$ cat src/mct_regs.svh
// register offsets, field positions, reset values and counts of the timer
`ifndef MCT_REGS_SVH
`define MCT_REGS_SVH

`define MCT_AW 4
`define MCT_DW 8
`define MCT_CW 16

`define MCT_ADDR_CTRL0 4'h0
`define MCT_ADDR_CTRL1 4'h1
`define MCT_ADDR_CNTL 4'h2
`define MCT_ADDR_CNTH 4'h3
`define MCT_ADDR_CMPL 4'h4
`define MCT_ADDR_CMPH 4'h5
`define MCT_ADDR_CAPL 4'h6
`define MCT_ADDR_CAPH 4'h7
`define MCT_ADDR_FLAGS 4'h8

`define MCT_CTRL0_RST 8'h00
`define MCT_CTRL1_RST 8'h00
`define MCT_CTRL0_WMASK 8'hFB
`define MCT_BYTE_ZERO 8'h00
`define MCT_CNT_ZERO 16'h0000
`define MCT_CNT_ONE 16'h0001
`define MCT_CNT_MAX 16'hFFFF

`define MCT_FLAG_OVF 0
`define MCT_FLAG_MATCH 1

`define MCT_PRE_W 7
`define MCT_PRE_ZERO 7'h00
`define MCT_PRE_ONE 7'h01
`define MCT_DIV4_ZERO 2'h0
`define MCT_DIV4_ONE 2'h1
`define MCT_DIV4_LAST 2'h3
`define MCT_HIST_ZERO 4'h0

`endif

$ cat src/mct_pkg.sv
// types shared by the motor capture/compare timer
`default_nettype none
package mct_pkg;

  typedef enum logic [1:0] {
    MCT_EDGE_OFF  = 2'b00,
    MCT_EDGE_RISE = 2'b01,
    MCT_EDGE_FALL = 2'b10,
    MCT_EDGE_BOTH = 2'b11
  } mct_edge_t;

  typedef enum logic [1:0] {
    MCT_SRC_A    = 2'b00,
    MCT_SRC_B    = 2'b01,
    MCT_SRC_C    = 2'b10,
    MCT_SRC_RSVD = 2'b11
  } mct_src_t;

  typedef struct packed {
    logic counter_pause;
    logic [2:0] counter_clock_select;
    logic timer_power_on;
    logic unused_bit;
    mct_src_t capture_source_select;
  } mct_ctrl0_t;

  typedef struct packed {
    mct_edge_t capture_edge_select;
    logic capture_input_enable;
    logic filter_sample_count;
    logic filter_clock_select;
    logic input_filter_enable;
    logic clear_on_capture;
    logic clear_on_match;
  } mct_ctrl1_t;

endpackage
`default_nettype wire

$ cat src/mct_in_filter.sv
// synchroniser and optional consecutive-sample noise filter for one input
`timescale 1ns/1ps
`default_nettype none
`include "mct_regs.svh"

module mct_in_filter (
  input wire logic clk_i,
  input wire logic reset_n_i,
  input wire logic pin_i,
  input wire logic filter_on_i,
  input wire logic sample_en_i,
  input wire logic four_samples_i,
  output logic level_o
);
  logic sync1_q;
  logic sync2_q;
  logic [3:0] hist_q;
  logic [3:0] hist_d;
  logic level_q;
  wire all_two;
  wire all_four;

  assign hist_d = {hist_q[2:0], sync2_q};
  assign all_two = (hist_d[1:0] == 2'b00) || (hist_d[1:0] == 2'b11);
  assign all_four = (hist_d == 4'h0) || (hist_d == 4'hF);
  assign level_o = level_q;

  // sync1_q is read only by sync2_q
  always_ff @(posedge clk_i or negedge reset_n_i) begin
    if (!reset_n_i) begin
      sync1_q <= 1'b0;
      sync2_q <= 1'b0;
    end else begin
      sync1_q <= pin_i;
      sync2_q <= sync1_q;
    end
  end

  always_ff @(posedge clk_i or negedge reset_n_i) begin
    if (!reset_n_i) begin
      hist_q <= `MCT_HIST_ZERO;
      level_q <= 1'b0;
    end else if (!filter_on_i) begin
      hist_q <= {4{sync2_q}};
      level_q <= sync2_q;
    end else if (sample_en_i) begin
      hist_q <= hist_d;
      if (four_samples_i ? all_four : all_two) begin
        level_q <= hist_d[0]; // RULE7
      end
    end
  end
endmodule
`default_nettype wire

$ cat src/mct_timer.sv
// motor capture/compare timer: counter, prescaler, capture, compare, regs
//
// Our own choices: the register offsets and the strobed register port.
`timescale 1ns/1ps
`default_nettype none
`include "mct_regs.svh"

// What this block does, and what software does with it
// [RULE1] counter high byte readable, not writable, zero after reset
// [RULE2] 16-bit compare value in two read/write bytes, reset to zero
// [RULE3] 16-bit capture value in two read-only bytes
// [RULE4] three capture inputs, one chosen by source select
// [RULE5] capture on rising, falling or both edges; edge code zero disables
// [RULE6] power-on bit gates whole timer; capture enable gates triggers
// [RULE7] optional filter needs 2 or 4 equal samples at fsys or fsys/4
// [RULE8] free-running 16-bit up-counter advances per tick when on, unpaused
// [RULE9] valid trigger copies counter into capture value
// [RULE10] counter overflow sets overflow flag
// [RULE11] clear-on-capture zeroes counter after copy, counting continues
// [RULE12] counter equal to compare value sets match flag
// [RULE13] clear-on-match zeroes counter at each match
// [RULE14] software sets compare to longest edge gap, stops motor on match
// [RULE15] pause holds counter value; unpause resumes from it
// [RULE16] clock select code divides fsys by 1 to 128
// [RULE17] power-on rising zeroes counter; falling stops and keeps value
// [RULE18] source codes 00, 01, 10 pick inputs; 11 reserved
// [RULE19] counter wraps from all ones to zero and keeps counting
module mct_timer (
  input wire logic clk_i,
  input wire logic reset_n_i,
  input wire logic [`MCT_AW-1:0] addr_i,
  input wire logic [`MCT_DW-1:0] wdata_i,
  input wire logic wr_i,
  input wire logic rd_i,
  output logic [`MCT_DW-1:0] rdata_o,
  input wire logic position_input_a_i,
  input wire logic position_input_b_i,
  input wire logic position_input_c_i,
  output logic counter_overflow_flag_o,
  output logic compare_match_flag_o
);
  import mct_pkg::*;

  mct_pkg::mct_ctrl0_t ctrl0_q;
  mct_pkg::mct_ctrl1_t ctrl1_q;
  logic [`MCT_CW-1:0] cnt_q;
  logic [`MCT_CW-1:0] cnt_d;
  logic [`MCT_CW-1:0] cmp_q;
  logic [`MCT_CW-1:0] cap_q;
  logic [`MCT_PRE_W-1:0] pre_q;
  logic [1:0] div4_q;
  logic power_prev_q;
  logic sel_prev_q;
  logic ovf_flag_q;
  logic match_flag_q;
  logic [`MCT_DW-1:0] rdata_q;
  logic [`MCT_DW-1:0] rdata_d;
  logic [2:0] filt_level;

  // ---------------------------------------------------------------
  // register decode
  // ---------------------------------------------------------------
  wire wr_ctrl0 = wr_i && (addr_i == `MCT_ADDR_CTRL0);
  wire wr_ctrl1 = wr_i && (addr_i == `MCT_ADDR_CTRL1);
  wire wr_cmpl = wr_i && (addr_i == `MCT_ADDR_CMPL);
  wire wr_cmph = wr_i && (addr_i == `MCT_ADDR_CMPH);
  wire wr_flags = wr_i && (addr_i == `MCT_ADDR_FLAGS);

  wire power_on = ctrl0_q.timer_power_on;
  wire power_rise = power_on && !power_prev_q;
  wire cnt_run = power_on && !ctrl0_q.counter_pause; // RULE15

  // ---------------------------------------------------------------
  // counter clock prescaler and filter sample divider
  // ---------------------------------------------------------------
  wire [`MCT_PRE_W-1:0] pre_mask =
    `MCT_PRE_W'((8'h01 << ctrl0_q.counter_clock_select) - 8'h01);
  wire pre_tick = power_on && ((pre_q & pre_mask) == pre_mask); // RULE16
  wire cnt_tick = cnt_run && pre_tick; // RULE8
  wire slow_sample = (div4_q == `MCT_DIV4_LAST);
  wire sample_en = ctrl1_q.filter_clock_select ? slow_sample : 1'b1;
  // filter only runs while the timer itself is on
  wire filter_on = power_on && ctrl1_q.input_filter_enable; // RULE7

  // prescaler restarts with the timer so the first tick is predictable
  always_ff @(posedge clk_i or negedge reset_n_i) begin
    if (!reset_n_i) begin
      pre_q <= `MCT_PRE_ZERO;
    end else if (!power_on || power_rise) begin
      pre_q <= `MCT_PRE_ZERO;
    end else begin
      pre_q <= pre_q + `MCT_PRE_ONE; // RULE16
    end
  end

  always_ff @(posedge clk_i or negedge reset_n_i) begin
    if (!reset_n_i) begin
      div4_q <= `MCT_DIV4_ZERO;
    end else begin
      div4_q <= div4_q + `MCT_DIV4_ONE;
    end
  end

  // ---------------------------------------------------------------
  // capture inputs
  // ---------------------------------------------------------------
  mct_in_filter u_filt_a (
    .clk_i(clk_i),
    .reset_n_i(reset_n_i),
    .pin_i(position_input_a_i),
    .filter_on_i(filter_on),
    .sample_en_i(sample_en),
    .four_samples_i(ctrl1_q.filter_sample_count),
    .level_o(filt_level[0])
  );

  mct_in_filter u_filt_b (
    .clk_i(clk_i),
    .reset_n_i(reset_n_i),
    .pin_i(position_input_b_i),
    .filter_on_i(filter_on),
    .sample_en_i(sample_en),
    .four_samples_i(ctrl1_q.filter_sample_count),
    .level_o(filt_level[1])
  );

  mct_in_filter u_filt_c (
    .clk_i(clk_i),
    .reset_n_i(reset_n_i),
    .pin_i(position_input_c_i),
    .filter_on_i(filter_on),
    .sample_en_i(sample_en),
    .four_samples_i(ctrl1_q.filter_sample_count),
    .level_o(filt_level[2])
  );

  wire src_valid = (ctrl0_q.capture_source_select != MCT_SRC_RSVD); // RULE18
  wire sel_level = src_valid ?
    filt_level[ctrl0_q.capture_source_select] : 1'b0; // RULE4
  wire edge_rise = sel_level && !sel_prev_q;
  wire edge_fall = !sel_level && sel_prev_q;
  wire edge_hit =
    (ctrl1_q.capture_edge_select[0] && edge_rise) ||
    (ctrl1_q.capture_edge_select[1] && edge_fall); // RULE5
  wire cap_fire = power_on && ctrl1_q.capture_input_enable &&
    src_valid && edge_hit; // RULE6

  // previous level follows even while disabled, so enabling never
  // produces a false edge from stale history
  always_ff @(posedge clk_i or negedge reset_n_i) begin
    if (!reset_n_i) begin
      sel_prev_q <= 1'b0;
    end else begin
      sel_prev_q <= sel_level;
    end
  end

  // ---------------------------------------------------------------
  // counter, compare and capture
  // ---------------------------------------------------------------
  wire cmp_equal = (cnt_q == cmp_q);
  wire match_hit = cnt_tick && cmp_equal; // RULE12
  wire match_clear = match_hit && ctrl1_q.clear_on_match;
  wire cap_clear = cap_fire && ctrl1_q.clear_on_capture;
  wire ovf_hit = cnt_tick && (cnt_q == `MCT_CNT_MAX) &&
    !match_clear && !cap_clear && !power_rise; // RULE10

  always_comb begin
    cnt_d = cnt_q;
    if (power_rise) begin
      cnt_d = `MCT_CNT_ZERO; // RULE17
    end else if (!power_on) begin
      cnt_d = cnt_q; // RULE17
    end else if (cap_clear) begin
      cnt_d = `MCT_CNT_ZERO; // RULE11
    end else if (match_clear) begin
      cnt_d = `MCT_CNT_ZERO; // RULE13
    end else if (cnt_tick) begin
      cnt_d = cnt_q + `MCT_CNT_ONE; // RULE8 RULE19
    end
  end

  always_ff @(posedge clk_i or negedge reset_n_i) begin
    if (!reset_n_i) begin
      cnt_q <= `MCT_CNT_ZERO;
      power_prev_q <= 1'b0;
    end else begin
      cnt_q <= cnt_d;
      power_prev_q <= power_on;
    end
  end

  // capture value has no meaning before the first capture
  always_ff @(posedge clk_i or negedge reset_n_i) begin
    if (!reset_n_i) begin
      cap_q <= `MCT_CNT_ZERO;
    end else if (cap_fire) begin
      cap_q <= cnt_q; // RULE9 RULE3
    end
  end

  // ---------------------------------------------------------------
  // software registers
  // ---------------------------------------------------------------
  always_ff @(posedge clk_i or negedge reset_n_i) begin
    if (!reset_n_i) begin
      ctrl0_q <= `MCT_CTRL0_RST;
      ctrl1_q <= `MCT_CTRL1_RST;
      cmp_q <= `MCT_CNT_ZERO;
    end else begin
      if (wr_ctrl0) begin
        ctrl0_q <= wdata_i & `MCT_CTRL0_WMASK;
      end
      if (wr_ctrl1) begin
        ctrl1_q <= wdata_i;
      end
      if (wr_cmpl) begin
        cmp_q[7:0] <= wdata_i; // RULE2
      end
      if (wr_cmph) begin
        cmp_q[15:8] <= wdata_i; // RULE2
      end
    end
  end

  // flags clear by writing one; a new event in that cycle wins
  wire ovf_clr = wr_flags && wdata_i[`MCT_FLAG_OVF];
  wire match_clr = wr_flags && wdata_i[`MCT_FLAG_MATCH];

  always_ff @(posedge clk_i or negedge reset_n_i) begin
    if (!reset_n_i) begin
      ovf_flag_q <= 1'b0;
      match_flag_q <= 1'b0;
    end else begin
      ovf_flag_q <= ovf_hit || (ovf_flag_q && !ovf_clr); // RULE10
      match_flag_q <= match_hit || (match_flag_q && !match_clr); // RULE12
    end
  end

  always_comb begin
    rdata_d = `MCT_BYTE_ZERO;
    case (addr_i)
      `MCT_ADDR_CTRL0: rdata_d = ctrl0_q;
      `MCT_ADDR_CTRL1: rdata_d = ctrl1_q;
      `MCT_ADDR_CNTL: rdata_d = cnt_q[7:0];
      `MCT_ADDR_CNTH: rdata_d = cnt_q[15:8]; // RULE1
      `MCT_ADDR_CMPL: rdata_d = cmp_q[7:0];
      `MCT_ADDR_CMPH: rdata_d = cmp_q[15:8];
      `MCT_ADDR_CAPL: rdata_d = cap_q[7:0]; // RULE3
      `MCT_ADDR_CAPH: rdata_d = cap_q[15:8]; // RULE3
      `MCT_ADDR_FLAGS: rdata_d = {6'h00, match_flag_q, ovf_flag_q};
      default: rdata_d = `MCT_BYTE_ZERO;
    endcase
  end

  // read data stands only in the cycle after the strobe
  always_ff @(posedge clk_i or negedge reset_n_i) begin
    if (!reset_n_i) begin
      rdata_q <= `MCT_BYTE_ZERO;
    end else begin
      rdata_q <= rd_i ? rdata_d : `MCT_BYTE_ZERO;
    end
  end

  assign rdata_o = rdata_q;
  assign counter_overflow_flag_o = ovf_flag_q;
  assign compare_match_flag_o = match_flag_q;
endmodule
`default_nettype wire

$ cat config.mk
export PLATFORM = sky130hd
export DESIGN_NAME = mct_timer
export DESIGN_NICKNAME = d
export VERILOG_FILES = /design/src/mct_pkg.sv /design/src/mct_in_filter.sv /design/src/mct_timer.sv
export VERILOG_INCLUDE_DIRS = /design/src
export SDC_FILE = /design/constraint.sdc
export NUM_CORES = 1
export LEC_CHECK = 0
export BUFFER_PORTS_ARGS = -buffer_cell sky130_fd_sc_hd__buf_4
export CELL_PAD_IN_SITES_DETAIL_PLACEMENT = 1
export CELL_PAD_IN_SITES_GLOBAL_PLACEMENT = 1
export CORE_MARGIN = 10
export CORE_UTILIZATION = 40
export DETAILED_ROUTE_END_ITERATION = 16
export GPL_TIMING_DRIVEN = 0
export PLACE_DENSITY = 0.73
export SLEW_MARGIN = 15
export SYNTH_ARGS = -nofsm -noshare
export SYNTH_HDL_FRONTEND = slang
export SYNTH_SLANG_ARGS = --single-unit
$ cat constraint.sdc
create_clock -name clk_i -period 4.1 [get_ports clk_i]
set_input_delay 0.41 -clock clk_i [delete_from_list [all_inputs] [get_ports clk_i]]
set_output_delay 0.41 -clock clk_i [all_outputs]
set_load 0.02 [all_outputs]
**Word-level counts from Yosys, hierarchy flattened**

Cells that the tools add are included.

- Reductions and logical operators: 61
- Multiplexer cells: 30
- Add/subtract/negate cells: 4
- Eq/ne operators: 23
- Shift-type cells: 1
- $lt $le $gt $ge: 1
- Bitwise gates (word level): 1

Operators by type and width:

| cell | number |
|---|---|
| $mux 16 | 5 |
| $pmux 8 s9 | 1 |
| $logic_and 1x1->1 | 28 |
| $mux 3 | 6 |
| $add 16x1->16 const B | 1 |
| $eq 16x16->1 | 1 |
| $eq 16x16->1 const B | 1 |
| $eq 4x3->1 const B | 4 |
| $eq 4x4->1 const B | 4 |
| $logic_not 4->1 | 4 |
| $mux 1 | 15 |
| $logic_not 1->1 | 10 |
| $logic_or 1x1->1 | 10 |
| $eq 2x2->1 const B | 4 |
| $eq 4x2->1 const B | 2 |
| $mux 8 | 1 |
| $reduce_and 2->1 | 4 |
| $add 7x1->7 const B | 1 |
| $and 7x7->7 | 1 |
| $eq 7x7->1 | 1 |
| $mux 7 | 1 |
| $shl 1x3->7 const A | 1 |
| $sub 7x1->7 const B | 1 |
| $logic_not 2->1 | 3 |
| other kinds (8) | 11 |

- Logic and storage cells: 155
- Output and inout bits: 10
- Input bits: 19
- Bits in registers: 102

**Logic depth before layout (Yosys ltp)**

- Depth after elaboration: 13
- Mapped depth: 8
- Depth with buffers taken out: 7

**By module**

From an unflattened synthesis, not the netlist that was laid out.

- Cells, all modules: 495
- Area total of the unflattened synthesis: 5341.4 um2

By module, submodules not included:

| module | area each (um2) | cells an instance | instances | sequential area each (um2) |
|---|---|---|---|---|
| mct_timer | 4496.8 | 423 | 1 | 2102.0 |
| mct_in_filter | 281.5 | 24 | 3 | 150.1 |

**Worst setup path after synthesis**

Ideal clock, no wire load.

- Path type: reg-to-reg
- Start: register cnt_q[0]
- End: register cnt_q[14]
- Data arrival time: 1847 ps
- Path slack: 2125 ps
- Stages on the path, launching flop included: 8
- Data required time: 3972 ps
- Clock period less this slack: 1975 ps
- Path buffers: 0
- Path through: dfrtp_1 > ha_1 > nand3_1 > nor3_1 > nand3_1 > or2_2 > a311oi_1 > o22ai_1

- Longest elaborated chain between the ends: 7
- Elaborated cells between the ends (all ways): 11
- Classes of those cells: add/sub: 1; eq/ne: 1; mux: 5; reduce/logical: 4

RTL lines:

| element | RTL line | source |
|---|---|---|
| start: declaration | mct_timer.sv:46 | `` logic [`MCT_CW-1:0] cnt_q; `` |
| start signal: assignment | mct_timer.sv:185 | `` cnt_q <= `MCT_CNT_ZERO; `` |
| start signal: assignment | mct_timer.sv:188 | `cnt_q <= cnt_d;` |
| parallel branches: the longest is 7 deep, another holds $add 16x1->16 | n/a |  |

Several ways; the timed one is not identified. The select of a mux whose other input is x is not followed.
A chain may end at the register's enable or synchronous reset.

**Worst setup path after layout**

- Start: register cnt_q[1]
- End: register cnt_q[14]

The elaborated chain is that of the path after synthesis.

==> results.txt <==
Total power per unit cell area - 480 nW/um^2
Vias after detailed routing - 4,158
#FFs+latches synth - 102
Initial antenna violation count - 0
Seq/Total Area, Yosys - 48.2%
Congestion Overflow GR - 0
Clock transition at path regs - 0.07 ns
YS warnings - 0
Post-Syn Area - 5290 sq um
Final ANT Viol Nets - 0
Initial core utilization - 41.4%
Max cap viols - 0
Post-DP HPWL - 11,000 microns
Count leader, synth - dfrtp_1
Max_slew headroom - 38.1%
CP Data Required Time - 4.33 ns
H-tree lvl count - 3
Final Wtd Congestion - 0.937
N_diodes - 0
Max rail drop VDD - 0.165 mV
Initial DRC Count - 242
Largest net degree at the start of global routing - 103
Worst slack, placed - 1.67 ns
Post-layout min period - 2.47 ns
Final setup vio count - 0
Via-to-Cell Ratio - 5.78
Number of buffers created by CTS - 9
Post-Route WL - 15,100 microns
Final Hold Viols - 0
Vias in the first global route - 4,309
CP max stage delay - 0.51 ns
TritonCTS Sinks - 102
Total Nets Final - 571
Status - finished clean
1st-pass router iterations - 4
Post-CTS setup buffer count - 0
Drt drc - 0
Port bufs - 25
Synth cell types - 53
Slowest cell on crit path - dfrtp_1
Clock Latency Late Sink - 0.36 ns
Die area - 18,200 sq um
Worst-Margin Slew - 0.928 ns
Critical path launch point type - flip-flop
Syn_area_per_cell - 10.4 sq um
Post-synth EDFFs - 0
Hold WS - 0.151 ns
Hold-fix buffers, CTS - 0
Setup WS post-layout - 1.63 ns
Syn-to-layout area delta - 13.6%
CTS tree - done
Worst-path fanout max - 6
Top_reg_cell synth - dfrtp_1
Critical path's top delay family - simple AND/OR/NAND/NOR gates
Worst Setup End Kind - flip-flop
Syn_nets - 535
Worst-case clock buffer depth - 2
Routed length per instance - 21.0 microns
Share of Yosys cell area claimed by the top area cell type - 48.2%
Io pins - 29
Gr usage total - 16.9%
Gates resized, CTS repair - 0
Setup Skew - 0.00909 ns
Hold crit path type - primary input to async pin
Synth async-reset ratio - 100%
Core Util, Final - 47.1%
Clock root buffer - clkbuf_16
RSZ-0062 raised after global routing - no
Cells after Synth - 507
Final TNS setup - 0 ns
Share of layout cells above drive strength 1 - 19.9%
Yosys top cell by area - dfrtp_1
Chip Height - 135 microns
Worst setup path class - flip-flop to flip-flop
First-pass GRT wire length - 24,200 microns
Final Cycle Share - 60.3%
Max Clk Rate - 0.404 GHz
Commonest cells post-synth - dfrtp_1, nand2_1, mux2_2
WP data arrival - 2.71 ns
Buf/Inv on CP - 0
Chip width - 135 microns
LEAKAGE - 2.50 nW
Row Count - 41
CP Cell Sequence - ha_1 > nand3_1 > nor3_1 > nand3_1 > or2_2 > a311oi_1 > o22ai_1
Ranking of synthesized cells by area - dfrtp_1, mux2_2, nand2_1
Core Region - 12,800 sq um
Max Slew Vio Count - 0
Top cell by count, worst path - nand3_1
## kinds of logic (layout without fill, tap and decap cells)
family                     Yosys count  in the layout  share of synthesized area [%]
xor gates and xnor gates            20             20                           3.31
AOI/OAI and AO/OA                  106            106                           13.3
adders and majority gates            9              9                           2.13
DFF                                102            102                           48.2
muxes                               61             61                           13.2
buffers and inverters               55             96                           4.82
and+or+nand+nor                    154            154                           15.0
## final cells by class
class                   count  area [sq um]
flip-flops and latches    102          2550
multi-input cells         350          2480
clock inverters             6          75.1
well taps                 172           215
inverters                  29           109
repair buffers             25           191
plain buffers              26           146
fillers                  1414          6760
clock buffers              10           239
## placed cells by master, fill, tap and decap left out, types with 3 or more instances in the layout
cell type	instances
a21oi_1	9
a22o_1	4
a311oi_1	13
a31oi_1	11
and2_1	3
and3_1	3
buf_1	3
buf_2	9
buf_4	26
buf_6	5
clkbuf_1	8
clkbuf_16	9
dfrtp_1	102
ha_1	9
inv_1	29
mux2_2	40
mux2i_1	18
mux4_2	3
nand2_1	65
nand2b_1	5
nand3_1	14
nand4_1	16
nor2_1	20
nor2b_1	6
nor3_1	5
nor3b_1	4
o21ai_0	38
o22ai_1	13
or3_1	3
xnor2_1	18
## stage by stage
stage / area (sq um) / total power [W] / instances
after floorplan: 5290 / 0.00174 / 507
after global placement: 5690 / 0.00195 / 704
after detailed placement: 5700 / 0.00198 / 704
after CTS: 6010 / 0.00290 / 720
after global routing: 6010 / 0.00304 / 720
final: 6010 / 0.00289 / 720
## routing by layer
layer  global-route usage (%)  vias up  part of all wire (%)
met5                        0        -                     0
met4                     7.06        0                   2.0
met3                     3.75       17                   4.6
met2                     27.1       92                    48
met1                     21.6     2148                    45
li1                         -     1901                     -
## state kept, by name, indices dropped and copies added, names as in the netlist, 2 cells and up
signal and cells:
u_filt_b.hist_q 3, ctrl1_q 8, cmp_q 16, cnt_q 16, u_filt_a.hist_q 3, pre_q 7
u_filt_c.hist_q 3, cap_q 16, div4_q 2, ctrl0_q 6, rdata_o 8
## power breakdown
group	switching [W]	leakage [nW]	internal (W)	total (W)
combinational	0.000376	1.04	0.000289	0.000665
clock	0.000412	0.152	0.000500	0.000912
sequential	0.000164	1.31	0.00115	0.00131
total	0.000951	2.50	0.00194	0.00289
## final timing paths
kind	start	to	slack, ns	cells past startpoint
max reg2reg	cnt_q[1]	cnt_q[14]	1.63	7
min in group clk_i	position_input_a_i	u_filt_a.sync1_q	0.15	1
min reg2reg	u_filt_c.sync1_q	u_filt_c.sync2_q	0.35	0
min	reset_n_i	pre_q[6]	0.15	1
max	cnt_q[1]	cnt_q[14]	1.63	7
max in group asynchronous	reset_n_i	cnt_q[9]	3.31	1
No activity file was read; power rests on OpenSTA's default activity.
